===== src/vdc_pkg.sv =====
package vdc_pkg;
  // ==========================================================
  // register offsets
  localparam logic [7:0] OFS_CAPTION_STATUS = 8'h1A;
  localparam logic [7:0] OFS_CAPTION_DATA = 8'h1B;
  localparam logic [7:0] OFS_STANDARD_SELECTION = 8'h1C;
  localparam logic [7:0] OFS_STANDARD_RECOGNITION = 8'h1D;
  localparam logic [7:0] OFS_GENERAL_PURPOSE_PORT = 8'h1E;
  localparam logic [7:0] OFS_TEST_CONTROL = 8'h1F;
  localparam logic [7:0] OFS_CLAMP_TIMING = 8'h20;
  localparam logic [7:0] OFS_GAIN_LOOP_CONTROL = 8'h21;
  localparam logic [7:0] OFS_MANUAL_GAIN_LOW = 8'h22;
  // ==========================================================
  // field positions
  localparam int BIT_DETECTION_ACTIVE = 7;
  localparam int BIT_SHADOW_DISABLE = 3;
  localparam int BIT_DETECTION_TRIGGER = 7;
  localparam int BIT_MANUAL_GAIN_MSB = 0;
  // ==========================================================
  // reset values
  localparam logic [7:0] RST_CAPTION_DATA = 8'h80;
  localparam logic [2:0] RST_STANDARD = 3'h0;
  localparam logic [6:0] RST_RECOGNITION = 7'h00;
  localparam logic [3:0] RST_GP_OUT = 4'h0;
  localparam logic [7:0] RST_TEST_CONTROL = 8'h00;
  localparam logic [3:0] RST_CLAMP_END = 4'hA;
  localparam logic [3:0] RST_CLAMP_START = 4'h0;
  localparam logic [3:0] RST_NORMAL_MAX = 4'h2;
  localparam logic [2:0] RST_PEAK_GAIN = 3'h1;
  localparam logic [8:0] RST_MANUAL_GAIN = 9'h0F0;
  // ==========================================================
  // timing: clamp steps and detection run length
  localparam int CLAMP_STEP_CLOCKS = 8;
  localparam int DETECT_TIME_US = 100;
  localparam int CLOCK_MHZ = 20;
  localparam int DETECT_CYCLES = DETECT_TIME_US * CLOCK_MHZ;
  localparam logic [2:0] STD_AUTO = 3'h7;
  localparam logic [2:0] STD_INVALID = 3'h7;
  // ==========================================================
  // test codes
  typedef enum logic [2:0]
  {
    VDC_TEST_NONE = 3'h0,
    VDC_TEST_ANALOG = 3'h1,
    VDC_TEST_DIGITAL1 = 3'h2,
    VDC_TEST_ANALOG_EXT = 3'h3,
    VDC_TEST_DIGITAL2 = 3'h4,
    VDC_TEST_CAPTION = 3'h5,
    VDC_TEST_CHROMA = 3'h6,
    VDC_TEST_DAC = 3'h7
  } vdc_test_e;
endpackage : vdc_pkg


===== src/vdc_test_if.sv =====
`timescale 1ns/10ps
interface vdc_test_if;
  import vdc_pkg::*;
  logic [7:0] code;
  logic [9:0] luma_adc;
  logic [9:0] chroma_adc;
  logic [7:0] luma_out;
  logic [7:0] chroma_out;
  logic [5:0] sync_out;
  logic bandgap;
  logic vsync_delayed;
  logic eight_bit_mode;
  logic [3:0] gp_out;
  logic [15:0] vd_data;
  logic ha_in;
  logic hs_in;
  logic va_in;
  logic vs_in;
  logic [15:0] vd_o;
  logic [15:0] vd_oe_n;
  logic ha_o;
  logic hs_o;
  logic va_o;
  logic vs_o;
  logic [5:0] tpin_o;
  logic [5:0] tpin_oe_n;
  logic sel_ext_chroma;
  logic take_vd_chroma;
  modport ctrl (output code, luma_adc, chroma_adc, luma_out, chroma_out, sync_out, bandgap, vsync_delayed,
    eight_bit_mode, gp_out, vd_data, ha_in, hs_in, va_in, vs_in,
    input vd_o, vd_oe_n, ha_o, hs_o, va_o, vs_o, tpin_o, tpin_oe_n, sel_ext_chroma, take_vd_chroma);
  modport mux (input code, luma_adc, chroma_adc, luma_out, chroma_out, sync_out, bandgap, vsync_delayed,
    eight_bit_mode, gp_out, vd_data, ha_in, hs_in, va_in, vs_in,
    output vd_o, vd_oe_n, ha_o, hs_o, va_o, vs_o, tpin_o, tpin_oe_n, sel_ext_chroma, take_vd_chroma);
endinterface : vdc_test_if


===== src/vdc_pin_mux.sv =====
`timescale 1ns/10ps
module vdc_pin_mux
(
  vdc_test_if.mux t
);
  import vdc_pkg::*;
  wire [2:0] code_low = t.code[2:0];
  wire code_known = (t.code[7:3] == 5'h00);
  wire luma_route = code_known && (code_low == VDC_TEST_ANALOG || code_low == VDC_TEST_ANALOG_EXT);
  wire chroma_route = luma_route || (code_known && code_low == VDC_TEST_CHROMA);
  wire dac_mode = code_known && (code_low == VDC_TEST_DAC);
  wire dig2 = code_known && (code_low == VDC_TEST_DIGITAL2);
  wire [7:0] vd_hi = luma_route ? t.luma_adc[9:2] : t.luma_out;
  wire [7:0] vd_lo = chroma_route ? t.chroma_adc[9:2] : (dac_mode ? t.chroma_out
    : (t.eight_bit_mode ? {4'h0, t.gp_out} : t.chroma_out));
  // in 8-bit mode the upper nibble of the low byte is an input unless ADC routing or the DAC test drives it; digital mode 2 frees the whole low byte
  wire [3:0] caption_byte_half_oe_n = (dig2 || (t.eight_bit_mode && !chroma_route && !dac_mode)) ? 4'hF : 4'h0;
  wire [3:0] lo_lo_oe_n = dig2 ? 4'hF : 4'h0;
  assign t.vd_o = {vd_hi, vd_lo};
  assign t.vd_oe_n = {8'h00, caption_byte_half_oe_n, lo_lo_oe_n};
  assign t.ha_o = luma_route ? t.luma_adc[1] : (dac_mode ? t.bandgap : t.ha_in);
  assign t.hs_o = luma_route ? t.luma_adc[0] : t.hs_in;
  assign t.va_o = chroma_route ? t.chroma_adc[1] : (dac_mode ? t.vsync_delayed : t.va_in);
  assign t.vs_o = chroma_route ? t.chroma_adc[0] : t.vs_in;
  assign t.tpin_o = t.sync_out;
  assign t.tpin_oe_n = dac_mode ? 6'h00 : 6'h3F;
  assign t.sel_ext_chroma = code_known && (code_low == VDC_TEST_ANALOG_EXT);
  assign t.take_vd_chroma = dig2;
endmodule : vdc_pin_mux


===== src/vdc_ctrl_regs.sv =====
// Added by the designer: strobed register access.
`timescale 1ns/10ps
// Summary of operation
// - caption data reads the caption byte, 80h after reset, read only.
// - selection bit 7 shows 1 while a detection run is in progress.
// - selection bits 6-4 show the applied standard, 7 meaning not valid.
// - selection bits 2-0 force a standard; 7 selects automatic detection; reset 0.
// - selection bit 3 low loads shadow values by standard; high disables them.
// - writing 1 to recognition bit 7 starts detection; the bit self-clears.
// - recognition bits 0-6 enable recognition of each standard; reset 0.
// - in 8-bit mode port bits 7-4 read bus lines 7-4.
// - in 8-bit mode port bits 3-0 drive bus lines 3-0 outside test codes 1, 3, 4, 6 and 7; reset 0.
// - test code 1 routes luma and chroma ADC results to sync pins and bus.
// - test code 2 takes an 8-bit sync test input from eight test pins.
// - test code 3 is code 1 with chroma ADC from differential test inputs.
// - test code 4 adds chroma input on bus bits 7-0, in either output format.
// - code 5 is caption test; code 6 exposes only the chroma ADC result.
// - code 7 shows sync on test pins, bandgap and delayed vsync on active pins.
// - clamp timing bits 7-4 set clamp end in 8-clock steps; reset A.
// - clamp timing bits 3-0 set clamp start in 8-clock steps from position; reset 0.
// - gain bits 7-4 limit normal loop correction (2); bits 3-1 peak gain (1).
// - gain bit 0 is manual gain MSB, used with loop disabled; reset 0.
// - manual gain low register holds the low eight gain bits; reset F0h.
// - caption status bit 0 shows low (0) or high (1) caption byte.
module vdc_ctrl_regs
#(
  parameter int DETECT_LEN = vdc_pkg::DETECT_CYCLES
)
(
  input wire logic ref_clk,
  input wire logic rst_n,
  input wire logic [7:0] reg_addr,
  input wire logic [7:0] reg_wdata,
  input wire logic reg_wr,
  input wire logic reg_rd,
  output logic [7:0] reg_rdata,
  input wire logic [7:0] caption_byte,
  input wire logic caption_byte_half,
  input wire logic [6:0] caption_status_other,
  input wire logic [6:0] detected_standard_valid,
  input wire logic [2:0] detected_standard,
  input wire logic detect_done,
  input wire logic output_format_register,
  input wire logic [15:0] video_data_bus_in,
  input wire logic [7:0] test_select_pin_in,
  input wire logic [9:0] luma_adc,
  input wire logic [9:0] chroma_adc,
  input wire logic [7:0] luma_out,
  input wire logic [7:0] chroma_out,
  input wire logic [5:0] sync_test_out,
  input wire logic bandgap_output,
  input wire logic delayed_vertical_sync,
  input wire logic ha_core,
  input wire logic hs_core,
  input wire logic va_core,
  input wire logic vs_core,
  output logic [15:0] video_data_bus_out,
  output logic [15:0] video_data_bus_oe_n,
  output logic horizontal_active_pin,
  output logic hsync_pin,
  output logic vertical_active_pin,
  output logic vsync_pin,
  output logic [5:0] test_pin_out,
  output logic [5:0] test_pin_oe_n,
  output logic chroma_from_test_inputs,
  output logic chroma_from_bus,
  output logic [7:0] sync_test_input,
  output logic caption_test_mode,
  output logic detection_active_flag,
  output logic [2:0] current_standard,
  output logic shadow_load_enable,
  output logic [3:0] clamp_end_time,
  output logic [3:0] clamp_start_time,
  output logic [3:0] normal_loop_max_correction,
  output logic [2:0] peak_loop_gain,
  output logic [8:0] manual_gain_value
);
  import vdc_pkg::*;
  // ==========================================================
  // pin synchronisers
  logic [15:0] vd_meta;
  logic [15:0] vd_sync;
  logic [7:0] tsel_meta;
  logic [7:0] tsel_sync;
  logic fmt_meta;
  logic fmt_sync;
  always_ff @(posedge ref_clk or negedge rst_n)
  begin
    if (!rst_n)
    begin
      vd_meta <= 16'h0000;
      vd_sync <= 16'h0000;
      tsel_meta <= 8'h00;
      tsel_sync <= 8'h00;
    end
    else
    begin
      vd_meta <= video_data_bus_in;
      vd_sync <= vd_meta;
      tsel_meta <= test_select_pin_in;
      tsel_sync <= tsel_meta;
    end
  end
  // format bit comes from our own clock domain but passes two flops, so mode changes lag by two cycles
  always_ff @(posedge ref_clk or negedge rst_n)
  begin
    if (!rst_n)
    begin
      fmt_meta <= 1'b1;
      fmt_sync <= 1'b1;
    end
    else
    begin
      fmt_meta <= output_format_register;
      fmt_sync <= fmt_meta;
    end
  end
  wire eight_bit_mode = !fmt_sync;
  // ==========================================================
  // register state
  typedef enum logic [1:0]
  {
    VDC_DET_IDLE = 2'b01,
    VDC_DET_RUN = 2'b10
  } vdc_det_e;
  vdc_det_e det_state;
  vdc_det_e next_det_state;
  logic [15:0] det_count;
  logic [7:0] caption_data;
  logic half_flag;
  logic [2:0] standard;
  logic shadow_disable;
  logic [6:0] recognition;
  logic [3:0] gp_out;
  logic [7:0] test_control;
  logic [2:0] applied;
  function automatic logic hit(input logic [7:0] a, input logic [7:0] ofs);
    hit = (a == ofs);
  endfunction : hit
  wire wr_sel = reg_wr && hit(reg_addr, OFS_STANDARD_SELECTION);
  wire wr_rec = reg_wr && hit(reg_addr, OFS_STANDARD_RECOGNITION);
  wire wr_gp = reg_wr && hit(reg_addr, OFS_GENERAL_PURPOSE_PORT);
  wire wr_test = reg_wr && hit(reg_addr, OFS_TEST_CONTROL);
  wire wr_clamp = reg_wr && hit(reg_addr, OFS_CLAMP_TIMING);
  wire wr_gain = reg_wr && hit(reg_addr, OFS_GAIN_LOOP_CONTROL);
  wire wr_mgain = reg_wr && hit(reg_addr, OFS_MANUAL_GAIN_LOW);
  wire trigger = wr_rec && reg_wdata[BIT_DETECTION_TRIGGER];
  wire auto_mode = (standard == STD_AUTO);
  // ==========================================================
  // detection sequencer: a run lasts until the detector reports or the timeout
  wire run_end = detect_done || (det_count == 16'(DETECT_LEN - 1));
  always_comb
  begin
    next_det_state = det_state;
    case (det_state)
      VDC_DET_IDLE:
        if (trigger)
          next_det_state = VDC_DET_RUN;
      VDC_DET_RUN:
        if (run_end)
          next_det_state = VDC_DET_IDLE;
      default:
        next_det_state = VDC_DET_IDLE;
    endcase
  end
  always_ff @(posedge ref_clk or negedge rst_n)
  begin
    if (!rst_n)
    begin
      det_state <= VDC_DET_IDLE;
      det_count <= 16'h0000;
    end
    else
    begin
      det_state <= next_det_state;
      det_count <= (det_state == VDC_DET_RUN) ? det_count + 16'h0001 : 16'h0000;
    end
  end
  // a detected standard counts only if its recognition bit is set
  wire det_ok = recognition[detected_standard] && (detected_standard != STD_INVALID);
  wire [2:0] next_applied = !auto_mode ? standard : ((detect_done && det_state == VDC_DET_RUN)
    ? (det_ok ? detected_standard : STD_INVALID) : applied);
  // ==========================================================
  // writable fields
  always_ff @(posedge ref_clk or negedge rst_n)
  begin
    if (!rst_n)
    begin
      standard <= RST_STANDARD;
      shadow_disable <= 1'b0;
      recognition <= RST_RECOGNITION;
      gp_out <= RST_GP_OUT;
      test_control <= RST_TEST_CONTROL;
      clamp_end_time <= RST_CLAMP_END;
      clamp_start_time <= RST_CLAMP_START;
      normal_loop_max_correction <= RST_NORMAL_MAX;
      peak_loop_gain <= RST_PEAK_GAIN;
      manual_gain_value <= RST_MANUAL_GAIN;
      applied <= RST_STANDARD;
    end
    else
    begin
      applied <= next_applied;
      if (wr_sel)
      begin
        standard <= reg_wdata[2:0];
        shadow_disable <= reg_wdata[BIT_SHADOW_DISABLE];
      end
      if (wr_rec)
        recognition <= reg_wdata[6:0];
      if (wr_gp)
        gp_out <= reg_wdata[3:0];
      if (wr_test)
        test_control <= reg_wdata;
      if (wr_clamp)
      begin
        clamp_end_time <= reg_wdata[7:4];
        clamp_start_time <= reg_wdata[3:0];
      end
      if (wr_gain)
      begin
        normal_loop_max_correction <= reg_wdata[7:4];
        peak_loop_gain <= reg_wdata[3:1];
        manual_gain_value[8] <= reg_wdata[BIT_MANUAL_GAIN_MSB];
      end
      if (wr_mgain)
        manual_gain_value[7:0] <= reg_wdata;
    end
  end
  // caption byte is latched by the decoder core side, never by software
  always_ff @(posedge ref_clk or negedge rst_n)
  begin
    if (!rst_n)
    begin
      caption_data <= RST_CAPTION_DATA;
      half_flag <= 1'b0;
    end
    else
    begin
      caption_data <= caption_byte;
      half_flag <= caption_byte_half;
    end
  end
  // ==========================================================
  // read path
  wire [7:0] rd_sel = {(det_state == VDC_DET_RUN), applied, shadow_disable, standard};
  wire [7:0] rd_gp = {(eight_bit_mode ? vd_sync[7:4] : 4'h0), gp_out};
  wire [7:0] rd_mux =
    hit(reg_addr, OFS_CAPTION_STATUS) ? {caption_status_other, half_flag} :
    hit(reg_addr, OFS_CAPTION_DATA) ? caption_data :
    hit(reg_addr, OFS_STANDARD_SELECTION) ? rd_sel :
    hit(reg_addr, OFS_STANDARD_RECOGNITION) ? {1'b0, recognition} :
    hit(reg_addr, OFS_GENERAL_PURPOSE_PORT) ? rd_gp :
    hit(reg_addr, OFS_TEST_CONTROL) ? test_control :
    hit(reg_addr, OFS_CLAMP_TIMING) ? {clamp_end_time, clamp_start_time} :
    hit(reg_addr, OFS_GAIN_LOOP_CONTROL) ? {normal_loop_max_correction, peak_loop_gain, manual_gain_value[8]} :
    hit(reg_addr, OFS_MANUAL_GAIN_LOW) ? manual_gain_value[7:0] : 8'h00;
  always_ff @(posedge ref_clk or negedge rst_n)
  begin
    if (!rst_n)
      reg_rdata <= 8'h00;
    else
      reg_rdata <= reg_rd ? rd_mux : 8'h00;
  end
  // ==========================================================
  // test pin routing
  vdc_test_if tif();
  assign tif.code = test_control;
  assign tif.luma_adc = luma_adc;
  assign tif.chroma_adc = chroma_adc;
  assign tif.luma_out = luma_out;
  assign tif.chroma_out = chroma_out;
  assign tif.sync_out = sync_test_out;
  assign tif.bandgap = bandgap_output;
  assign tif.vsync_delayed = delayed_vertical_sync;
  assign tif.eight_bit_mode = eight_bit_mode;
  assign tif.gp_out = gp_out;
  assign tif.vd_data = vd_sync;
  assign tif.ha_in = ha_core;
  assign tif.hs_in = hs_core;
  assign tif.va_in = va_core;
  assign tif.vs_in = vs_core;
  vdc_pin_mux u_mux
  (
    .t(tif.mux)
  );
  wire code_dig = (test_control == 8'h02) || (test_control == 8'h04);
  always_ff @(posedge ref_clk or negedge rst_n)
  begin
    if (!rst_n)
    begin
      video_data_bus_out <= 16'h0000;
      video_data_bus_oe_n <= 16'h0000;
      horizontal_active_pin <= 1'b0;
      hsync_pin <= 1'b0;
      vertical_active_pin <= 1'b0;
      vsync_pin <= 1'b0;
      test_pin_out <= 6'h00;
      test_pin_oe_n <= 6'h3F;
      chroma_from_test_inputs <= 1'b0;
      chroma_from_bus <= 1'b0;
      sync_test_input <= 8'h00;
      caption_test_mode <= 1'b0;
      detection_active_flag <= 1'b0;
      current_standard <= RST_STANDARD;
      shadow_load_enable <= 1'b1;
    end
    else
    begin
      video_data_bus_out <= tif.vd_o;
      video_data_bus_oe_n <= tif.vd_oe_n;
      horizontal_active_pin <= tif.ha_o;
      hsync_pin <= tif.hs_o;
      vertical_active_pin <= tif.va_o;
      vsync_pin <= tif.vs_o;
      test_pin_out <= tif.tpin_o;
      test_pin_oe_n <= tif.tpin_oe_n;
      chroma_from_test_inputs <= tif.sel_ext_chroma;
      chroma_from_bus <= tif.take_vd_chroma;
      sync_test_input <= code_dig ? tsel_sync : 8'h00;
      caption_test_mode <= (test_control == 8'h05);
      detection_active_flag <= (next_det_state == VDC_DET_RUN);
      current_standard <= next_applied;
      shadow_load_enable <= !shadow_disable;
    end
  end
  // ==========================================================
  // checks
  a_trigger_starts_run: assert property (@(posedge ref_clk) disable iff (!rst_n)
    (trigger && det_state == VDC_DET_IDLE) |=> (det_state == VDC_DET_RUN) ##1 detection_active_flag)
    else $error("detection run did not start");
  a_trigger_self_clear: assert property (@(posedge ref_clk) disable iff (!rst_n)
    (reg_rd && reg_addr == OFS_STANDARD_RECOGNITION) |=> !reg_rdata[7])
    else $error("trigger bit read as one");
  a_status_bit_busy: assert property (@(posedge ref_clk) disable iff (!rst_n)
    (reg_rd && reg_addr == OFS_STANDARD_SELECTION) |=> reg_rdata[7] == $past(det_state == VDC_DET_RUN))
    else $error("busy bit wrong");
  a_forced_standard: assert property (@(posedge ref_clk) disable iff (!rst_n)
    (wr_sel && reg_wdata[2:0] != STD_AUTO) |=> ##1 current_standard == $past(reg_wdata[2:0], 2))
    else $error("forced standard not applied");
  a_gp_read_mirror: assert property (@(posedge ref_clk) disable iff (!rst_n)
    (reg_rd && reg_addr == OFS_GENERAL_PURPOSE_PORT && eight_bit_mode) |=> reg_rdata[7:4] == $past(vd_sync[7:4]))
    else $error("port input bits wrong");
  a_gain_write: assert property (@(posedge ref_clk) disable iff (!rst_n)
    wr_mgain |=> manual_gain_value[7:0] == $past(reg_wdata))
    else $error("manual gain not written");
  a_clamp_write: assert property (@(posedge ref_clk) disable iff (!rst_n)
    wr_clamp |=> {clamp_end_time, clamp_start_time} == $past(reg_wdata))
    else $error("clamp timing not written");
  a_dac_pins: assert property (@(posedge ref_clk) disable iff (!rst_n)
    (test_control == 8'h07) [*2] |-> horizontal_active_pin == $past(bandgap_output))
    else $error("bandgap not on active pin");
endmodule : vdc_ctrl_regs


===== config.mk =====
export PLATFORM = sky130hd
export DESIGN_NAME = vdc_ctrl_regs
export DESIGN_NICKNAME = d
export VERILOG_FILES = /design/src/vdc_pkg.sv /design/src/vdc_test_if.sv /design/src/vdc_pin_mux.sv /design/src/vdc_ctrl_regs.sv
export SDC_FILE = /design/constraint.sdc
export NUM_CORES = 1
export LEC_CHECK = 0
export BUFFER_PORTS_ARGS = -buffer_cell sky130_fd_sc_hd__buf_4
export CORE_MARGIN = 4
export CORE_UTILIZATION = 25
export DETAILED_ROUTE_END_ITERATION = 10
export PLACE_DENSITY = 0.5
export SYNTH_ARGS = -nofsm -noshare
export SYNTH_HDL_FRONTEND = slang
export SYNTH_SLANG_ARGS = --single-unit

===== constraint.sdc =====
create_clock -name ref_clk -period 2.1 [get_ports ref_clk]
set_input_delay 0.21 -clock ref_clk [delete_from_list [all_inputs] [get_ports ref_clk]]
set_output_delay 0.21 -clock ref_clk [all_outputs]
set_load 0.005 [all_outputs]

==> impl_results.md, run 1 <==
- Outcome: complete, no violations
- Headroom to the max-slew limit: 0.618
- Int Pwr: 5400 uW
- Sequential cell fraction of total power: 0.442
- # diodes: 0
- Clk pwr share: 0.454
- # DRC: 0
- Post-CTS sizing: 0
- Longest Clk Path Bufs: 2
- Comb pwr share: 0.105
- FF-to-FF End: video_data_bus_out[5]
- IO buf count: 188
- Hpwl dp: 13600 um
- Post-synth EDFFs: 0
- Seq/Total Area, Yosys: 0.584
- Flops & latches, synth: 152
- WHS Endpoint: video_data_bus_out[8]
- Top cells by count, synth: 138 x dfrtp_1, 58 x mux2_2, 33 x nand2_1, 25 x and2_1, 25 x buf_4
- Peak supply drop: 519 uV
- XOR/XNOR share of the synthesized area: 0.0201
- Main combinational cell family by area after synthesis: multiplexers
- WP data required: 2.40 ns
- Max-cap violations: 0
- Mux cell area share after synthesis: 0.145
- Die Height: 170 um
- Most common cell in the synthesized netlist: dfrtp_1
- Num CTS Buffers: 17
- P_leak: 0.00440 uW
- Initial antenna violation count: 0
- Unrepaired setup endpoints after global routing: no
- Setup crit end kind: flop
- Layout Utilization: 0.363
- Routed Antenna Nets: 0
- Synth top area cells: dfrtp_1 53%, mux2_2 10%, dfstp_2 5.6%, buf_4 2.9%, mux2i_1 2.8%
- CP Launch Point: test_control[5]
- Initial Util: 0.257
- Global-route wire length before repair: 28000 um
- Die Area: 28800 um2
- Area growth, synth to finish: 41.5%
- Final GP Congestion: 0.758
- Crit Path Max Fanout: 11
- Skew-Pair Late Insertion Delay: 0.43 ns
- Synth Flop Type: dfrtp_1
- Routed wire per std cell: 16.9 um
- DRT iter0 DRCs: 188
- Largest net degree at the start of global routing: 57
- Hold path cells: 2
- Unique masters post-synth: 63
- Clk_skew: 0.0156 ns
- P per Cell Area: 773 nW/um2
- Post-synthesis simple-gate area fraction: 0.121
- Hold Startpoint: luma_adc[2]
- Die Wd: 170 um
- Final nets: 864
- Clk sinks: 152
- Part of the cycle the worst path needs: 0.885
- CTS clock-pin slew for the worst setup and hold paths: 0.07 ns
- Final WL: 18400 um
- Sw frac: 0.246
- CTS tree: yes
- Compound-Gate Fraction of Synth Area: 0.0747
- Layout cells sized above 1: 0.430
- Rows: 58
- Switching power total: 1760 uW
- Final setup violation count: 0
- Syn Inst Count: 517
- Final min period: 1.86 ns
- Critical Path AT: 2.16 ns
- Achievable Freq: 538 MHz
- Area leader, netlist: dfrtp_1
- Register-to-Register Path Depth: 6
- Grt ovf: 0
- Pre-antenna DRT Iters: 4
- Clock root buffer: clkbuf_16
- Synth top area share: 0.528
- R2r setup slk: 0.24 ns
- Final TNS setup: 0 ns
- CP Class: reg2reg
- Core Footprint: 25500 um2
- I/O pins: 216
- Fin. max-slew vios: 0
- Synth Area per Inst: 12.7 um2
- Synthesis warning total: 0
- Adder-Cell Fraction of Synth Area: 0.00574
- Vias in the first global route: 4901
- Ys async rst share: 1.00
- R2R Path Start: test_control[5]
- Avg Vias per Cell: 4.37
- Startpoint types: flop
- Final hold viol count: 0
- All-layer global routing usage: 0.126
- Synthesized area: 6550 um2
- CTS H-tree lvls: 4
- Worst-margin pin slew: 0.573 ns
- Min-delay worst type: in2reg
- Vias: 4740
==> cells by family after synthesis <==
| logic type | Yosys count |
|---|---|
| flip-flops | 152 |
| AND/OR/NAND/NOR | 137 |
| multiplexers | 81 |
| AO/OA/AOI/OAI | 74 |
| buffers and inverters | 54 |
| XOR/XNOR | 15 |
| adder cells (fa/ha/maj) | 3 |
| other | 1 |
==> repair_timing <==
action / 4_1_cts / 5_1_grt
hold buffers: 37 / 0
hold endpoints to repair: 77 / 0
buffers inserted: 0 / 0
==> worst max-delay path by stage <==
stage / to / slack (ns) / cells past startpoint
2_1_floorplan: video_data_bus_out[10] / 0.53 / 5
3_3_place_gp: video_data_bus_out[6] / 0.27 / 6
3_5_place_dp: reg_rdata[1] / 0.21 / 6
4_1_cts: video_data_bus_out[3] / 0.23 / 6
5_1_grt: video_data_bus_out[3] / 0.14 / 6
6_report: video_data_bus_out[5] / 0.24 / 6
==> through the flow <==
step | std cells | hold WS, ns | instance area [um2] | power, uW | setup WS (ns)
after detailed placement | 1015 | 0.238 | 8270 | 3920 | 0.208
after global routing | 1084 | 0.00473 | 9260 | 7460 | 0.139
after floorplan | 524 | -0.0856 | 6570 | 3490 | 0.526
after CTS | 1084 | 0.00180 | 9260 | 7280 | 0.232
after global placement | 1015 | 0.233 | 8270 | 3910 | 0.273
final | 1084 | 0.0156 | 9260 | 7150 | 0.241
==> worst max-delay path, stage by stage, from the launching register on <==
cell and delay (ns):
dfrtp_1 0.41, nor3_1 0.42, and2_1 0.22, nand2_1 0.27, buf_4 0.29, nand2_1 0.07, o22ai_1 0.06
==> state kept, by name (all words and copies together), names as in the netlist, 4 cells and up <==
name and flops:
normal_loop_max_correction 4, sync_test_input 8, recognition 7, tsel_sync 8, clamp_end_time 4, test_control 8, tif.vd_data 4, manual_gain_value 9
caption_data 8, test_pin_out 6, vd_meta 4, gp_out 4, reg_rdata 8, video_data_bus_out 16, tsel_meta 8, det_count 16
clamp_start_time 4
==> power groups by stage <==
stage	clock [uW]	sequential [uW]	combinational (uW)
6_report	3250	3160	750
4_1_cts	3360	3160	765
2_1_floorplan	0	3190	299
3_5_place_dp	0	3210	707
5_1_grt	3460	3170	824
3_3_place_gp	0	3210	701
==> layer usage <==
layer / up-vias / global-route usage / share of wire / wire [um]
met5: - / 0 / 0 / 0
met4: 0 / 0.0396 / 0.016 / 300
met3: 17 / 0.0317 / 0.053 / 974
met2: 125 / 0.200 / 0.48 / 8790
met1: 2349 / 0.170 / 0.45 / 8290
li1: 2249 / - / - / -
==> area by class of cell <==
type / count / area [um2]
well taps: 330 / 413
clock buffers: 18 / 429
repair buffers: 241 / 1940
multi-input cells: 318 / 2420
clock inverters: 14 / 186
flip-flops and latches: 152 / 3820
inverters: 11 / 41.3
fillers: 2498 / 16200
==> layout by cell type (no fill, tap or decap), types with 3 or more instances in the layout <==
master	Yosys	routed
buf_4	25	200
dfrtp_1	138	138
mux2_2	58	58
dlygate4sd3_1	0	37
nand2_1	33	33
and2_1	25	25
nor2_1	21	21
o21ai_0	19	19
mux2i_1	18	18
clkbuf_16	0	17
dfstp_2	14	14
xnor2_1	11	11
inv_1	10	10
nand3_1	9	9
a21oi_1	9	9
a31oi_1	8	8
o22ai_1	8	8
conb_1	1	8
nor3_1	7	7
nor2b_1	6	6
a21boi_0	5	5
nand2b_1	5	5
mux4_2	5	5
nand4_1	4	4
nor3b_1	4	4
a2bb2oi_1	4	4
xor2_1	4	4
and4_1	3	3
o2111ai_1	3	3
o31ai_1	3	3
ha_1	3	3
bufinv_16	0	3
inv_6	0	3
clkinvlp_4	0	3
inv_8	0	3
buf_12	0	3
Note: power is estimated with default switching activity, not from simulation.
==> run 2: changes to the inputs <==
--- a/config.mk
+++ b/config.mk
@@ -10,6 +10,8 @@
 export CORE_UTILIZATION = 25
 export DETAILED_ROUTE_END_ITERATION = 10
 export PLACE_DENSITY = 0.5
+export REMOVE_ABC_BUFFERS = 1
+export SKIP_LAST_GASP = 1
 export SYNTH_ARGS = -nofsm -noshare
 export SYNTH_HDL_FRONTEND = slang
 export SYNTH_SLANG_ARGS = --single-unit
==> constraint.sdc (replaced) <==
create_clock -name ref_clk -period 2.4 [get_ports ref_clk]
set_input_delay 0.24 -clock ref_clk [delete_from_list [all_inputs] [get_ports ref_clk]]
set_output_delay 0.24 -clock ref_clk [all_outputs]
set_load 0.005 [all_outputs]
==> run 2 against run 1 <==
Largest cell class unchanged. Clock power decreased by 16%. Clock-buffer cell count unchanged. Routed wire length decreased by 1.4%. Clock skew decreased by 0.0072 ns. First-iteration DRC count increased by 16%. Combinational power decreased by 14%. Register-to-register slack improved by 0.30 ns. Cell count decreased by 1.3%. Worst hold slack improved by 0.034 ns. Maximum frequency decreased by 0.18%.
==> impl_results.md, run 2 (synthesis results as in run 1) <==
- Post-CTS Setup Inserts: 0
- CP Buf/Inv Count: 1
- CP Cell Sequence: inv_1, ha_1, nand2_1, a211o_1, o221a_2
- Hold path cells: 2
- CTS H-tree lvls: 4
- Final WL: 18100 um
- CTS tree: yes
- Crit Path Max Fanout: 20
- Max-cap violations: 0
- Placed Area: 8210 um2
- R2R Path Start: det_state[0]
- Die Height: 170 um
- Vias: 4660
- WHS Endpoint: video_data_bus_out[10]
- Startpoint types: flop
- Crit path max-delay family: compound AO/OA/AOI/OAI gates
- Final setup violation count: 0
- Die Wd: 170 um
- R2r setup slk: 0.54 ns
- Commonest non-fill, non-tap cell in the layout: buf_4
- Fin. max-slew vios: 0
- Vias in the first global route: 4981
- Layout cells sized above 1: 0.430
- Post-route cell area: 9110 um2
- Unrepaired setup endpoints after global routing: no
- Clk_skew: 0.00845 ns
- Core Footprint: 25500 um2
- IO buf count: 188
- # fillers: 2508
- Part of the cycle the worst path needs: 0.776
- M2 GR Usage: 0.210
- Setup crit end kind: flop
- CP Class: reg2reg
- I/O pins: 216
- Hold Startpoint: luma_out[2]
- Top flop regs: det_count x16, video_data_bus_out x16, manual_gain_value x9
- Final hold viol count: 0
- DP Worst Slack: 0.465 ns
- Clk sinks: 152
- Worst setup margin: 0.538 ns
- Initial Util: 0.257
- Achievable Freq: 537 MHz
- Initial antenna violation count: 0
- # DRC: 0
- Grt ovf: 0
- Clock root buffer: clkbuf_16
- Headroom to the max-slew limit: 0.435
- Most frequent cells in the layout: 194 x buf_4, 138 x dfrtp_1, 58 x mux2_2
- Grt met3 use: 0.0352
- FF-to-FF End: current_standard[1]
- Final hold slack: 0.0494 ns
- Final nets: 850
- P per Cell Area: 673 nW/um2
- Met1 GRT Util: 0.166
- Final TNS setup: 0 ns
- Skew-Pair Late Insertion Delay: 0.42 ns
- Peak supply drop: 342 uV
- Avg Vias per Cell: 4.36
- Rows: 58
- Routed Antenna Nets: 0
- DRT iter0 DRCs: 218
- Worst-path cell with the longest stage delay: ha_1
- P_leak: 0.00433 uW
- Final GP Congestion: 0.763
- Hpwl dp: 13500 um
- Pre-antenna DRT Iters: 4
- Min-delay worst type: in2reg
- Global-route wire length before repair: 28500 um
- Layout Utilization: 0.358
- Die Area: 28800 um2
- WP data required: 2.70 ns
- Final min period: 1.86 ns
- Max incr delay on CP: 0.53 ns
- Area growth, synth to finish: 39.2%
- Gr busiest metal: met2
- Worst-margin pin slew: 0.845 ns
- Outcome: complete, no violations
- Longest Clk Path Bufs: 2
- Largest net degree at the start of global routing: 54
- CTS clock-pin slew for the worst setup and hold paths: 0.07 ns
- All-layer global routing usage: 0.128
- # diodes: 0
- Critical Path AT: 2.16 ns
- Register-to-Register Path Depth: 5
- Routed wire per std cell: 16.9 um
- Num CTS Buffers: 17
==> run 2: changes by cell type in the layout (fill, tap and decap cells not counted) <==
cell           change
inv_8              -2
inv_6              +2
dlygate4sd3_1      -7
bufinv_16          -1
buf_4              -6
clkbuf_8           +1
clkbuf_1           -1
clkinv_4           +1
buf_12             -1
==> run 2: per-stage QoR <==
stage | total power, uW | std cells
after floorplan | 3000 | 481
after global placement | 3420 | 1008
after detailed placement | 3420 | 1008
after CTS | 6240 | 1070
after global routing | 6430 | 1070
final | 6130 | 1070
==> run 2: how the worst max path moves through the flow <==
stage	from	end	slack (ns)	cells past startpoint
after floorplan	reg_addr[6]	shadow_disable	0.60	5
after global placement	reg_addr[0]	normal_loop_max_correction[0]	0.48	5
after detailed placement	reg_addr[0]	peak_loop_gain[1]	0.47	5
after CTS	det_state[0]	current_standard[1]	0.50	5
after global routing	det_state[0]	current_standard[1]	0.38	5
final	det_state[0]	current_standard[1]	0.54	5
==> run 2: layer usage <==
layer,up-vias,share of wire
li1,2211,-
met1,2325,0.43
met2,111,0.51
met3,13,0.048
met4,0,0.0091
met5,-,0
==> run 2: report_power, final <==
| part | internal [uW] | switching (uW) |
|---|---|---|
| clock | 1580 | 1140 |
| sequential | 2690 | 68.1 |
| combinational | 354 | 289 |
==> run 2: area by class of cell <==
class                      instances  area [um2]  share of cell area
sequential                       152        3820               0.420
multi-input combinational        318        2420               0.266
timing repair buffer             227        1810               0.199
clock buffer                      18         439              0.0482
tap                              330         413              0.0453
clock inverter                    14         160              0.0176
inverter                          11        41.3             0.00453
==> run 2: what timing repair did <==
| item | in CTS | in global routing |
|---|---|---|
| gates resized for setup | 0 | 0 |
| hold endpoints to repair | 76 | 0 |
| hold buffers | 30 | 0 |
==> run 3: changes to the inputs <==
--- a/config.mk
+++ b/config.mk
@@ -9,7 +9,7 @@
 export CORE_MARGIN = 4
 export CORE_UTILIZATION = 25
 export DETAILED_ROUTE_END_ITERATION = 10
-export PLACE_DENSITY = 0.5
+export PLACE_DENSITY = 0.52
 export REMOVE_ABC_BUFFERS = 1
 export SKIP_LAST_GASP = 1
 export SYNTH_ARGS = -nofsm -noshare
==> constraint.sdc (replaced) <==
create_clock -name ref_clk -period 1.7 [get_ports ref_clk]
set_input_delay 0.17 -clock ref_clk [delete_from_list [all_inputs] [get_ports ref_clk]]
set_output_delay 0.17 -clock ref_clk [all_outputs]
set_load 0.005 [all_outputs]
==> run 3 against run 2 <==
Sequential share of layout area shrank 2.8 points. Clock skew grew 0.0035 ns. Critical path type unchanged. Largest power group is now clock. First-iteration DRC count shrank 3.7%. Sequential cell count is the same.
==> impl_results.md, run 3 (synthesis results as in run 1) <==
- Clk pwr share: 0.453
- Vias: 4903
- All-layer global routing usage: 0.131
- Longest Clk Path Bufs: 2
- Outcome: complete, no violations
- CTS tree: yes
- Peak supply drop: 624 uV
- Commonest non-fill, non-tap cell in the layout: buf_4
- Clock root buffer: clkbuf_16
- Final setup violation count: 0
- Routed wire per std cell: 16.6 um
- Skew-Pair Late Insertion Delay: 0.42 ns
- WP data required: 1.98 ns
- Final min period: 1.57 ns
- Area growth, synth to finish: 49.2%
- Global-route wire length before repair: 29300 um
- Layout Utilization: 0.383
- Routed Antenna Nets: 0
- Sw frac: 0.248
- Most frequent cells in the layout: 225 x buf_4, 138 x dfrtp_1, 62 x dlygate4sd3_1
- Int Pwr: 6770 uW
- Initial Util: 0.257
- Area occupied by multi-input gates: 2440 um2
- Largest net degree at the start of global routing: 48
- Switching power total: 2230 uW
- # DRC: 0
- Register-to-Register Path Depth: 5
- Avg Vias per Cell: 4.32
- CTS clock-pin slew for the worst setup and hold paths: 0.07 ns
- Sequential cell fraction of total power: 0.433
- Critical Path AT: 1.85 ns
- Achievable Freq: 638 MHz
- Final GP Congestion: 0.765
- Fin. max-slew vios: 0
- Clk_skew: 0.0120 ns
- Part of the cycle the worst path needs: 0.922
- Die Area: 28800 um2
- Rows: 58
- Top flop regs: det_count x16, video_data_bus_out x16, manual_gain_value x9
- P per Cell Area: 922 nW/um2
- Startpoint types: flop
- # diodes: 0
- Setup crit end kind: flop
- Final WL: 18900 um
- Crit Path Max Fanout: 4
- DRT iter0 DRCs: 210
- Core Footprint: 25500 um2
- # fillers: 2455
- Comb pwr share: 0.114
- CP Class: reg2reg
- Hold path cells: 3
- Max-cap violations: 0
- Initial antenna violation count: 0
- Hpwl dp: 13900 um
- Min-delay worst type: in2reg
- Final nets: 916
- Reg area: 3820 um2
- Grt ovf: 0
- Die Wd: 170 um
- Num CTS Buffers: 17
- Layout cells sized above 1: 0.438
- Pre-antenna DRT Iters: 4
- CTS H-tree lvls: 4
- Clk sinks: 152
- Final hold slack: 0.0313 ns
- I/O pins: 216
- Unrepaired setup endpoints after global routing: no
- P_leak: 0.00467 uW
- Vias in the first global route: 5142
- Die Height: 170 um
- IO buf count: 188
- Final hold viol count: 0
- Post-CTS Setup Inserts: 0
run 3: cell count changes in the layout (fill, tap and decap cells not counted), sizes merged:
cell | before | now
buf | 197 | 231
bufinv | 2 | 3
clkinv | 4 | 3
clkinvlp | 3 | 1
dlygate4sd3 | 30 | 62
inv | 16 | 18
run 3: critical path, stage by stage, from the launching register on:
cell and delay, ns:
dfstp_2 0.60, nor2_1 0.08, a22oi_1 0.22, o221ai_1 0.17
o21ai_0 0.23, a21boi_0 0.14
run 3: worst paths after layout:
check	endpoint	slack, ns	from
min reg2reg	tsel_sync[7]	0.34	tsel_meta[7]
max in group asynchronous	manual_gain_value[5]	0.81	rst_n
min in group asynchronous	reg_rdata[7]	0.24	rst_n
min	horizontal_active_pin	0.03	bandgap_output
max	reg_rdata[5]	0.13	fmt_sync
max reg2reg	reg_rdata[5]	0.13	fmt_sync
run 3: routing by layer:
| layer | GRT usage | wire, um | share of wire | up-vias |
|---|---|---|---|---|
| li1 | - | - | - | 2352 |
| met5 | 0 | 0 | 0 | - |
| met2 | 0.225 | 9720 | 0.51 | 117 |
| met1 | 0.165 | 8120 | 0.43 | 2417 |
| met4 | 0.0357 | 256 | 0.014 | 0 |
| met3 | 0.0289 | 802 | 0.042 | 17 |
run 3: repair_timing:
action,CTS,global route
setup endpoints to repair,11,8
hold buffers,62,0
resized for setup,1,2
pin swaps,0,0
endpoints found under the hold margin,83,0
run 3: cell type report:
type | count | area share
inverter | 11 | 0.00423
multi-input combinational | 318 | 0.250
tap | 330 | 0.0423
sequential | 152 | 0.391
timing repair buffer | 293 | 0.248
clock buffer | 18 | 0.0439
clock inverter | 14 | 0.0208
run 3: power groups by stage:
stage | Combinational [uW] | Clock [uW] | Sequential [uW]
after floorplan | 288 | 0 | 3950
after detailed placement | 920 | 0 | 3960
after global routing | 1120 | 4350 | 3920
after CTS | 1040 | 4230 | 3900
final | 1030 | 4080 | 3890
after global placement | 916 | 0 | 3960
run 3: stage by stage:
| stage | setup TNS [ns] | worst slack [ns] | total power [uW] | area (um2) | instances |
|---|---|---|---|---|---|
| after floorplan | -0.498 | -0.0387 | 4230 | 6290 | 481 |
| after global routing | 0 | 0.0297 | 9390 | 9770 | 1136 |
| after detailed placement | -0.727 | -0.0532 | 4880 | 8500 | 1042 |
| after global placement | -0.605 | -0.0516 | 4870 | 8500 | 1042 |
| after CTS | 0 | 0.0370 | 9170 | 9760 | 1136 |
| final | 0 | 0.132 | 9000 | 9770 | 1136 |
